===== config.mk =====
export PLATFORM = sky130hd
export DESIGN_NAME = sio_expander_flat
export DESIGN_NICKNAME = d
export VERILOG_FILES = /design/src/sio_pkg.sv /design/src/sio_if.sv /design/src/sio_expander.sv /design/src/flat_wrapper.sv
export VERILOG_INCLUDE_DIRS = /design/src
export SDC_FILE = /design/constraint.sdc
export NUM_CORES = 2
export LEC_CHECK = 0
export BUFFER_PORTS_ARGS = -buffer_cell sky130_fd_sc_hd__buf_4
export CAP_MARGIN = 25
export CORE_MARGIN = 4
export CORE_UTILIZATION = 40
export CTS_CLUSTER_DIAMETER = 80
export DETAILED_ROUTE_END_ITERATION = 12
export GPL_TIMING_DRIVEN = 0
export PLACE_DENSITY = 0.57
export SLEW_MARGIN = 20
export SYNTH_ARGS = -nofsm -noshare
export SYNTH_HDL_FRONTEND = slang
export SYNTH_SLANG_ARGS = --single-unit

===== constraint.sdc =====
create_clock -name clock -period 3.7 [get_ports clock]
set_clock_uncertainty 0.05 [all_clocks]
set_input_delay 0.74 -clock clock [delete_from_list [all_inputs] [get_ports clock]]
set_output_delay 0.74 -clock clock [all_outputs]
set_load 0.02 [all_outputs]

===== src/sio_consts.svh =====
`ifndef SIO_CONSTS_SVH
`define SIO_CONSTS_SVH
`define SIO_SEL_CMD       3'h0
`define SIO_SEL_PORTA     3'h1
`define SIO_SEL_PORTB     3'h2
`define SIO_SEL_PORTC     3'h3
`define SIO_SEL_TMR_LO    3'h4
`define SIO_SEL_TMR_HI    3'h5
`define SIO_CMD_DIR_A     0
`define SIO_CMD_DIR_B     1
`define SIO_CMD_DIR_C     2
`define SIO_CMD_TMR_START 6
`define SIO_RESET_BYTE    8'h00
`define SIO_SHIFT_BITS    4'h8
`define SIO_SHIFT_LAST    4'hF
`define SIO_SLED_RESET    8'h50
`define SIO_SLED_DIR      0
`define SIO_SLED_PULSE    1
`define SIO_SLED_SP0      2
`define SIO_SLED_SP1      3
`define SIO_FOCUS_START   4
`define SIO_FOCUS_KICK    5
`define SIO_LASER_OFF     6
`endif


===== src/sio_pkg.sv =====
package sio_pkg;
    typedef logic [7:0] sio_byte_t;
    typedef enum logic [1:0] {
        SIO_IDLE,
        SIO_ADDR,
        SIO_DATA
    } sio_phase_e;
endpackage


===== src/sio_if.sv =====
`timescale 1ns/1ps
interface sio_if;
    logic [7:0] ad_m;
    logic [7:0] ad_m_oe_n;
    logic [7:0] ad_s;
    logic [7:0] ad_s_oe_n;
    logic       ale;
    logic       io_m;
    logic       rd_n;
    logic       wr_n;
    logic       timer_pulse;
    logic       sr_data;
    logic       sr_clk;
    logic [1:0] sr_strobe;
    logic       link_serial_data;
    logic       link_serial_clock;
    logic       link_acknowledge;
    modport proc (
        output ad_m, ad_m_oe_n, ale, io_m, rd_n, wr_n, sr_data, sr_clk, sr_strobe,
        output link_serial_data, link_serial_clock,
        input  ad_s, ad_s_oe_n, timer_pulse, link_acknowledge
    );
    modport dev (
        input  ad_m, ad_m_oe_n, ale, io_m, rd_n, wr_n, sr_data, sr_clk, sr_strobe,
        input  link_serial_data, link_serial_clock,
        output ad_s, ad_s_oe_n, timer_pulse, link_acknowledge
    );
endinterface


===== src/sio_expander.sv =====
`timescale 1ns/1ps
`include "sio_consts.svh"
module sio_expander
    import sio_pkg::*;
(
    input  wire logic       clock,
    input  wire logic       reset_n,
    sio_if.dev              bus,
    input  wire logic [7:0] port_a_in,
    input  wire logic [7:0] port_b_in,
    input  wire logic [5:0] port_c_in,
    output logic [7:0]      port_a_out,
    output logic [7:0]      port_a_oe_n,
    output logic [7:0]      port_b_out,
    output logic [7:0]      port_b_oe_n,
    output logic [5:0]      port_c_out,
    output logic [5:0]      port_c_oe_n,
    output logic [7:0]      sled_focus_laser,
    output logic [7:0]      aux_outputs
);
    typedef struct packed {
        logic        ale_q;
        logic        wr_q;
        logic        sck_q;
        logic [7:0]  addr;
        logic        io_sel;
        logic        ce;
        logic [7:0]  cmd;
        logic [7:0]  pa;
        logic [7:0]  pb;
        logic [5:0]  pc;
        logic [13:0] tmr_load;
        logic [13:0] tmr_cnt;
        logic        tmr_run;
        logic        tpulse;
        logic [7:0]  dout;
        logic        drive;
        logic [7:0]  sh0;
        logic [7:0]  sh1;
        logic [7:0]  par0;
        logic [7:0]  par1;
    } sio_dev_s;

    sio_dev_s  r;
    sio_dev_s  next_r;
    sio_byte_t ram [0:255];
    sio_byte_t ram_q;
    logic      ram_we;
    logic      ce_n_pin;

    assign ce_n_pin = 1'b0;

    function automatic sio_byte_t port_view(input logic [7:0] drv, input logic [7:0] inp, input logic [7:0] dir);
        port_view = (drv & dir) | (inp & ~dir);
    endfunction

    always_comb begin
        next_r = r;
        next_r.ale_q = bus.ale;
        next_r.wr_q = bus.wr_n;
        next_r.sck_q = bus.sr_clk;
        next_r.tpulse = 1'b0;
        ram_we = 1'b0;
        if (r.ale_q && !bus.ale) begin
            next_r.addr = bus.ad_m;
            next_r.io_sel = bus.io_m;
            next_r.ce = !ce_n_pin;
        end
        if (r.ce && !bus.wr_n && r.wr_q) begin
            if (!r.io_sel) begin
                ram_we = 1'b1;
            end else begin
                case (r.addr[2:0])
                    `SIO_SEL_CMD: begin
                        next_r.cmd = bus.ad_m;
                        if (bus.ad_m[`SIO_CMD_TMR_START]) begin
                            next_r.tmr_cnt = r.tmr_load;
                            next_r.tmr_run = (r.tmr_load != 14'h0000);
                        end
                    end
                    `SIO_SEL_PORTA: next_r.pa = bus.ad_m;
                    `SIO_SEL_PORTB: next_r.pb = bus.ad_m;
                    `SIO_SEL_PORTC: next_r.pc = bus.ad_m[5:0];
                    `SIO_SEL_TMR_LO: next_r.tmr_load[7:0] = bus.ad_m;
                    `SIO_SEL_TMR_HI: next_r.tmr_load[13:8] = bus.ad_m[5:0];
                    default: next_r.cmd = r.cmd;
                endcase
            end
        end
        if (r.tmr_run) begin
            next_r.tmr_cnt = r.tmr_cnt - 14'h0001;
            if (r.tmr_cnt == 14'h0001) begin
                next_r.tmr_run = 1'b0;
                next_r.tpulse = 1'b1;
            end
        end
        next_r.drive = r.ce && !bus.rd_n;
        if (!r.io_sel) begin
            next_r.dout = ram_q;
        end else begin
            case (r.addr[2:0])
                `SIO_SEL_CMD: next_r.dout = r.cmd;
                `SIO_SEL_PORTA: next_r.dout = port_view(r.pa, port_a_in, {8{r.cmd[`SIO_CMD_DIR_A]}});
                `SIO_SEL_PORTB: next_r.dout = port_view(r.pb, port_b_in, {8{r.cmd[`SIO_CMD_DIR_B]}});
                `SIO_SEL_PORTC: next_r.dout = port_view({2'b00, r.pc}, {2'b00, port_c_in},
                                                        {8{r.cmd[`SIO_CMD_DIR_C]}});
                `SIO_SEL_TMR_LO: next_r.dout = r.tmr_cnt[7:0];
                `SIO_SEL_TMR_HI: next_r.dout = {2'b00, r.tmr_cnt[13:8]};
                default: next_r.dout = `SIO_RESET_BYTE;
            endcase
        end
        // Data is sampled on the rising clock edge, first bit ends up in the MSB.
        if (!r.sck_q && bus.sr_clk) begin
            next_r.sh0 = {r.sh0[6:0], bus.sr_data};
            next_r.sh1 = {r.sh1[6:0], bus.sr_data};
        end
        if (bus.sr_strobe[0]) begin
            next_r.par0 = r.sh0;
        end
        if (bus.sr_strobe[1]) begin
            next_r.par1 = r.sh1;
        end
    end

    always_ff @(posedge clock) begin
        if (ram_we) begin
            ram[r.addr] <= bus.ad_m;
        end
        ram_q <= ram[r.addr];
    end

    always_ff @(posedge clock or negedge reset_n) begin
        if (!reset_n) begin
            r <= '0;
            // Laser held off and focus in power-on state until software shifts a byte in.
            r.par0 <= `SIO_SLED_RESET;
            r.sh0 <= `SIO_SLED_RESET;
            // The write strobe idles high, so its edge detector starts high too, matching the strobe's idle level after reset.
            r.wr_q <= 1'b1;
        end else begin
            r <= next_r;
        end
    end

    always_ff @(posedge clock or negedge reset_n) begin
        if (!reset_n) begin
            port_a_out <= 8'h00;
            port_a_oe_n <= 8'hFF;
            port_b_out <= 8'h00;
            port_b_oe_n <= 8'hFF;
            port_c_out <= 6'h00;
            port_c_oe_n <= 6'h3F;
            sled_focus_laser <= `SIO_SLED_RESET;
            aux_outputs <= 8'h00;
            bus.ad_s <= 8'h00;
            bus.ad_s_oe_n <= 8'hFF;
            bus.timer_pulse <= 1'b0;
            bus.link_acknowledge <= 1'b0;
        end else begin
            port_a_out <= next_r.pa;
            port_a_oe_n <= {8{!next_r.cmd[`SIO_CMD_DIR_A]}};
            port_b_out <= next_r.pb;
            port_b_oe_n <= {8{!next_r.cmd[`SIO_CMD_DIR_B]}};
            port_c_out <= next_r.pc;
            port_c_oe_n <= {6{!next_r.cmd[`SIO_CMD_DIR_C]}};
            sled_focus_laser <= next_r.par0;
            aux_outputs <= next_r.par1;
            bus.ad_s <= next_r.dout;
            bus.ad_s_oe_n <= {8{!next_r.drive}};
            bus.timer_pulse <= next_r.tpulse;
            // Acknowledge echoes the sampled link clock so the sender can pace bits.
            bus.link_acknowledge <= bus.link_serial_clock;
        end
    end
endmodule


===== src/flat_wrapper.sv =====
// flat-port wrapper written by rule: the top's interface ports become plain ports
module sio_expander_flat import sio_pkg::*;
  (clock, reset_n, port_a_in, port_b_in, port_c_in, port_a_out, port_a_oe_n, port_b_out, port_b_oe_n, port_c_out, port_c_oe_n, sled_focus_laser, aux_outputs, bus_ad_m, bus_ad_m_oe_n, bus_ale, bus_io_m, bus_rd_n, bus_wr_n, bus_sr_data, bus_sr_clk, bus_sr_strobe, bus_link_serial_data, bus_link_serial_clock, bus_ad_s, bus_ad_s_oe_n, bus_timer_pulse, bus_link_acknowledge);
  sio_if bus_i ();
  input  wire logic clock;
  input  wire logic reset_n;
  input  wire logic [7:0] port_a_in;
  input  wire logic [7:0] port_b_in;
  input  wire logic [5:0] port_c_in;
  output logic [7:0] port_a_out;
  output logic [7:0] port_a_oe_n;
  output logic [7:0] port_b_out;
  output logic [7:0] port_b_oe_n;
  output logic [5:0] port_c_out;
  output logic [5:0] port_c_oe_n;
  output logic [7:0] sled_focus_laser;
  output logic [7:0] aux_outputs;
  input wire logic [$bits(bus_i.ad_m)-1:0] bus_ad_m;
  input wire logic [$bits(bus_i.ad_m_oe_n)-1:0] bus_ad_m_oe_n;
  input wire logic [$bits(bus_i.ale)-1:0] bus_ale;
  input wire logic [$bits(bus_i.io_m)-1:0] bus_io_m;
  input wire logic [$bits(bus_i.rd_n)-1:0] bus_rd_n;
  input wire logic [$bits(bus_i.wr_n)-1:0] bus_wr_n;
  input wire logic [$bits(bus_i.sr_data)-1:0] bus_sr_data;
  input wire logic [$bits(bus_i.sr_clk)-1:0] bus_sr_clk;
  input wire logic [$bits(bus_i.sr_strobe)-1:0] bus_sr_strobe;
  input wire logic [$bits(bus_i.link_serial_data)-1:0] bus_link_serial_data;
  input wire logic [$bits(bus_i.link_serial_clock)-1:0] bus_link_serial_clock;
  output wire logic [$bits(bus_i.ad_s)-1:0] bus_ad_s;
  output wire logic [$bits(bus_i.ad_s_oe_n)-1:0] bus_ad_s_oe_n;
  output wire logic [$bits(bus_i.timer_pulse)-1:0] bus_timer_pulse;
  output wire logic [$bits(bus_i.link_acknowledge)-1:0] bus_link_acknowledge;
  assign bus_i.ad_m = bus_ad_m;
  assign bus_i.ad_m_oe_n = bus_ad_m_oe_n;
  assign bus_i.ale = bus_ale;
  assign bus_i.io_m = bus_io_m;
  assign bus_i.rd_n = bus_rd_n;
  assign bus_i.wr_n = bus_wr_n;
  assign bus_i.sr_data = bus_sr_data;
  assign bus_i.sr_clk = bus_sr_clk;
  assign bus_i.sr_strobe = bus_sr_strobe;
  assign bus_i.link_serial_data = bus_link_serial_data;
  assign bus_i.link_serial_clock = bus_link_serial_clock;
  assign bus_ad_s = bus_i.ad_s;
  assign bus_ad_s_oe_n = bus_i.ad_s_oe_n;
  assign bus_timer_pulse = bus_i.timer_pulse;
  assign bus_link_acknowledge = bus_i.link_acknowledge;
  sio_expander u_core (.clock(clock), .reset_n(reset_n), .bus(bus_i), .port_a_in(port_a_in), .port_b_in(port_b_in), .port_c_in(port_c_in), .port_a_out(port_a_out), .port_a_oe_n(port_a_oe_n), .port_b_out(port_b_out), .port_b_oe_n(port_b_oe_n), .port_c_out(port_c_out), .port_c_oe_n(port_c_oe_n), .sled_focus_laser(sled_focus_laser), .aux_outputs(aux_outputs));
endmodule

## Word-level counts from Yosys, hierarchy flattened

Memory sizes are Yosys's and may differ from the RTL's. A register that Yosys moved wholly into a read port is not among the register bits.
Cells that the tools add are included.

- Flip-flop bits (word level): 118
- Latch bits: 0
- Memory bits (writable): 2048
- Bits in read-only memories: 0
- Input bits: 50
- Logic and storage cells: 90
- Memories: 1

- Add/sub/neg operators: 1
- Multiply operators: 0
- Divide/modulo/power cells: 0
- Magnitude comparators: 0
- Equality and inequality tests: 6
- Shift operators: 0
- Multiplexer cells: 18
- Bitwise logic cells: 12
- Reductions and logical operators: 26

Memory list:

| memory | words | bits a word | read ports | clocked after memory_dff | write ports | line | RTL |
|---|---|---|---|---|---|---|---|
| u_core.ram | 256 | 8 | 1 | 1 | 1 | sio_expander.sv:46 | `sio_byte_t ram [0:255];` |

Operator list:

| operator | number |
|---|---|
| $mux 54 | 2 |
| $pmux 8 s6 | 1 |
| $and 8x8->8 | 4 |
| $mux 8 | 4 |
| $mux 15 | 2 |
| $not 8->8 | 3 |
| $or 8x8->8 | 3 |
| $reduce_and 3->1 | 6 |
| $and 6x8->8 | 2 |
| $mux 16 | 1 |
| $eq 14x1->1 const B | 1 |
| $reduce_bool 14->1 | 1 |
| $sub 14x1->14 const B | 1 |
| $mux 6 | 2 |
| $logic_not 1->1 | 8 |
| $reduce_bool 2->1 | 4 |
| $eq 3x2->1 const B | 2 |
| $eq 3x3->1 const B | 2 |
| $logic_and 1x1->1 | 5 |
| $mux 1 | 4 |
| $reduce_and 4->1 | 1 |
| $eq 3x1->1 const B | 1 |
| $logic_not 3->1 | 1 |
| $mux 3 | 1 |
| $mux 2 | 1 |

## Logic depth before layout (Yosys ltp)

- Depth in word-level cells: 7
- Mapped depth: 9

## Worst setup path before layout

OpenSTA, ideal clock, no wires.

- Path kind: in2reg
- From: in bus_wr_n
- To: mem u_core.ram[111][0] (netlist name), enable pin
- Setup time: 0.370 ns
- Data arrival time: 2.492 ns
- Slack: 0.787 ns
- Stages on the path: 4
- Path buffers: 1
- Cells stage by stage: nor4b_1 -> nand4_1 -> buf_2 -> nor2_1

- Longest elaborated chain between the ends: 6

RTL lines:

| what | line | RTL |
|---|---|---|
| start: declaration | flat_wrapper.sv:23 | `input wire logic [$bits(bus_i.wr_n)-1:0] bus_wr_n;` |
| $logic_not 1->1 | sio_expander.sv:69 | `if (r.ce && !bus.wr_n && r.wr_q) begin` |
| $logic_and 1x1->1 (2 in series) | sio_expander.sv:69 |  |
| $mux 1 | sio_expander.sv:69 |  |
| $mux 1 | sio_expander.sv:126 | `if (ram_we) begin` |
| $mux 1 (not written as such) | sio_expander.sv:127 | `ram[r.addr] <= bus.ad_m;` |
| end: declaration | sio_expander.sv:46 |  |

No other way between the ends.

==> metrics.yaml <==
outcome: "finished with violations"
globalplace.congestion: 0.918
drt_iter0_drc: 5556
path_clk_slew_ps: 60
worst-slew-pin-transition_ps: 1150
power_per_cell_area_mw_per_mm2: 586
port_buffers: 116
max-vdd-ir-drop_uv: 539
detail_route.vias_per_cell: 5.82
synth_fp_nets: 4056
cts_made_buffers: 218
start_util: 0.404
post_synth_edffs: 2048
min_period_over_period: 1.02
area_growth_pct: 16.0
clock_tree_from_tritoncts: "yes"
placement_row_count: 167
leakage_nw: 30.3
post-route-drc-count: 0
ys_seq_elements: 2170
insertion_delay_ps: 840
yosysUniqueCellTypes: 55
globalRoute.totalOverflow: 0
end_kind: "register"
max_freq_mhz: 265
cts_root_buffer: "sky130_fd_sc_hd__clkbuf_16"
grt_pass1_wl_um: 329000
final_layout_size_suffix_gt1_frac: 0.316
hpwl_after_detailed_placement_um: 156000
violated_checks: "setup timing"
mostFrequentLayoutCell: "sky130_fd_sc_hd__edfxtp_1"
synth-seq-area-share: 0.770
number_of_non_filler_instances_in_the_completed_layout: 7367
critical_path_arrival_ps: 4390
final_critical_path_setup_slack_ps: -74.1
cap_violations: 0
fp.dieH_um: 466
initial_antenna_violation_count: 9
die_w_um: 466
final_antenna_net_count: 0
ctsHtreeMaxLevel: 4
max-clock-path-buffers: 3
dr_total_vias: 42904
mostFrequentLayoutCells: "sky130_fd_sc_hd__edfxtp_1, sky130_fd_sc_hd__mux4_2, sky130_fd_sc_hd__a22oi_1"
finalHoldViolations: 0
syn_area_mm2: 0.0838
multi_input_comb_area_mm2: 0.0187
placeableCoreArea_mm2: 0.208
critPathKind: "reg2reg"
timing.final.max_slew_violations: 0
cp.required_ps: 4320
synth_async_sr_flop_share: 0.0525
critical_path.max_fanout: 10
dp.cells: 6949
unrepaired_setup_endpoints_after_global_routing: "yes"
kind_of_path_behind_the_tightest_hold_check: "in2reg"
fillCellCount: 17417
fp.dieArea_mm2: 0.217
timing.setup.tns_ps: -490
final_nets: 4445
synth_top_flop_cell: "sky130_fd_sc_hd__edfxtp_1"
post-route-util: 0.468
hold_ws_ps: 103
max-slew-margin-rel: 0.236
wl_per_cell_um: 31.8
postSynthCellCount: 4004
number_of_global_route_vias_before_repair: 42863
largest_net_degree_at_the_start_of_global_routing: 125
finalSetupViolations: 13
synthesis.area_per_instance_um2: 20.9
crit_path_start_kind: "register"
fin_crit_ps: 3770
clock_sink_count: 2170
grt.total_usage: 0.214
post_route_wl_um: 234000
area_used_by_sequential_logic_in_the_layout_mm2: 0.0645
ys.warnings.count: 0
detail_route.first_pass.iterations: 7
io_pins: 128
==> cell families after synthesis <==
family | synth area share
AND/OR/NAND/NOR | 0.0199
XOR/XNOR | 0.000104
adder cells (fa/ha/maj) | 0.000298
AO/OA/AOI/OAI | 0.0398
buffers and inverters | 0.0196
flip-flops | 0.770
multiplexers | 0.151
==> cell usage after synthesis (3+ instances only) <==
master                     instances  share of area
sky130_fd_sc_hd__inv_1            25         0.0011
sky130_fd_sc_hd__nand4_1          13        0.00097
sky130_fd_sc_hd__or2_2             3        0.00022
sky130_fd_sc_hd__dfstp_2           9         0.0028
sky130_fd_sc_hd__buf_1            26         0.0012
sky130_fd_sc_hd__o22ai_1          15         0.0011
sky130_fd_sc_hd__nand3_1          10        0.00060
sky130_fd_sc_hd__nor4_1            5        0.00037
sky130_fd_sc_hd__mux2_2           78          0.010
sky130_fd_sc_hd__buf_6             3        0.00040
sky130_fd_sc_hd__nand2_1          42         0.0019
sky130_fd_sc_hd__o32ai_1           4        0.00042
sky130_fd_sc_hd__o21a_1            3        0.00027
sky130_fd_sc_hd__buf_4            82         0.0073
sky130_fd_sc_hd__o41ai_1          32         0.0033
sky130_fd_sc_hd__a32oi_1           5        0.00052
sky130_fd_sc_hd__o21ai_0          14        0.00084
sky130_fd_sc_hd__dfrtp_1         105          0.031
sky130_fd_sc_hd__nor2b_1           8        0.00060
sky130_fd_sc_hd__and2_1            4        0.00030
sky130_fd_sc_hd__dfxtp_1           8         0.0019
sky130_fd_sc_hd__buf_2            45         0.0027
sky130_fd_sc_hd__a21oi_1         145         0.0087
sky130_fd_sc_hd__mux4_2          512           0.14
sky130_fd_sc_hd__a22oi_1         257          0.023
sky130_fd_sc_hd__nand2b_1          7        0.00052
sky130_fd_sc_hd__edfxtp_1       2048           0.73
sky130_fd_sc_hd__a22o_1            4        0.00042
sky130_fd_sc_hd__clkbuf_1        154         0.0069
sky130_fd_sc_hd__nor2_1          274          0.012
sky130_fd_sc_hd__mux2i_1          23         0.0027
sky130_fd_sc_hd__nor3_1           12        0.00072
==> metal layers <==
layer / vias up / routed length [um] / global-route usage
met2: 1997 / 108000 / 0.326
met4: 2 / 7220 / 0.0642
met3: 365 / 21000 / 0.0481
met5: - / 13 / 0
met1: 23063 / 97500 / 0.308
li1: 17477 / - / -
==> sequential cells by signal, summed over array words and instances (netlist names), 8 cells and up <==
name             flops
u_core.ram        2048
u_core.r           100
u_core.bus.ad_s      8
u_core.ram_q         8
==> critical path, stage by stage (launching register included) <==
cell and delay, ps:
sky130_fd_sc_hd__dfrtp_1 490, sky130_fd_sc_hd__and2_1 220, sky130_fd_sc_hd__clkbuf_2 440, sky130_fd_sc_hd__clkbuf_2 530, sky130_fd_sc_hd__a22oi_1 500, sky130_fd_sc_hd__a21oi_1 300, sky130_fd_sc_hd__o41ai_2 840, sky130_fd_sc_hd__nand4_1 200
==> power breakdown <==
part | switching (mW) | total (mW) | internal (mW)
clock network | 9.32 | 21.1 | 11.7
registers | 0.410 | 27.8 | 27.4
logic | 4.93 | 8.16 | 3.23
total | 14.7 | 57.0 | 42.3
==> layout make-up <==
cell class              count  area share
clock buffers             295      0.0600
plain buffers             309      0.0182
inverters                  25    0.000965
diodes                      3   0.0000772
repair buffers            170      0.0203
flip-flops and latches   2170       0.664
multi-input cells        1499       0.192
well taps                2788      0.0359
clock inverters           108     0.00908
==> repair_timing <==
item / CTS / global route
setup buffers: 5 / 2
resized for setup: 253 / 117
endpoints found under the hold margin: 51 / 0
setup endpoints to repair: 1768 / 782
pin swaps: 6 / 4
hold buffers: 6 / 0
==> stage by stage <==
step | area (um^2) | setup slack, ps | total power [mW]
floorplan | 83800 | 787 | 32.7
global placement | 88200 | -2580 | 36.1
detailed placement | 89300 | -1910 | 36.2
CTS | 96900 | -122 | 57.2
global route | 97200 | -66.9 | 58.7
finish | 97200 | -74.1 | 57.0
==> final timing paths <==
check	start	cells after the start	slack, ps	to
max in group asynchronous	reset_n	3	2470	u_core.bus.ad_s_oe_n[0]$_DFF_PN1_
setup / recovery	u_core.r[106]$_DFFE_PN0P_	7	-70	u_core.ram_q[0]$_DFF_P_
min in group asynchronous	reset_n	2	390	u_core.bus.timer_pulse$_DFF_PN0_
hold reg to reg	u_core.ram_q[7]$_DFF_P_	2	410	u_core.bus.ad_s[7]$_DFF_PN0_
hold / removal	bus_sr_data	2	100	u_core.r[16]$_DFFE_PN0P_
setup reg to reg	u_core.r[106]$_DFFE_PN0P_	7	-70	u_core.ram_q[0]$_DFF_P_
(Power assumes the default switching activity.)
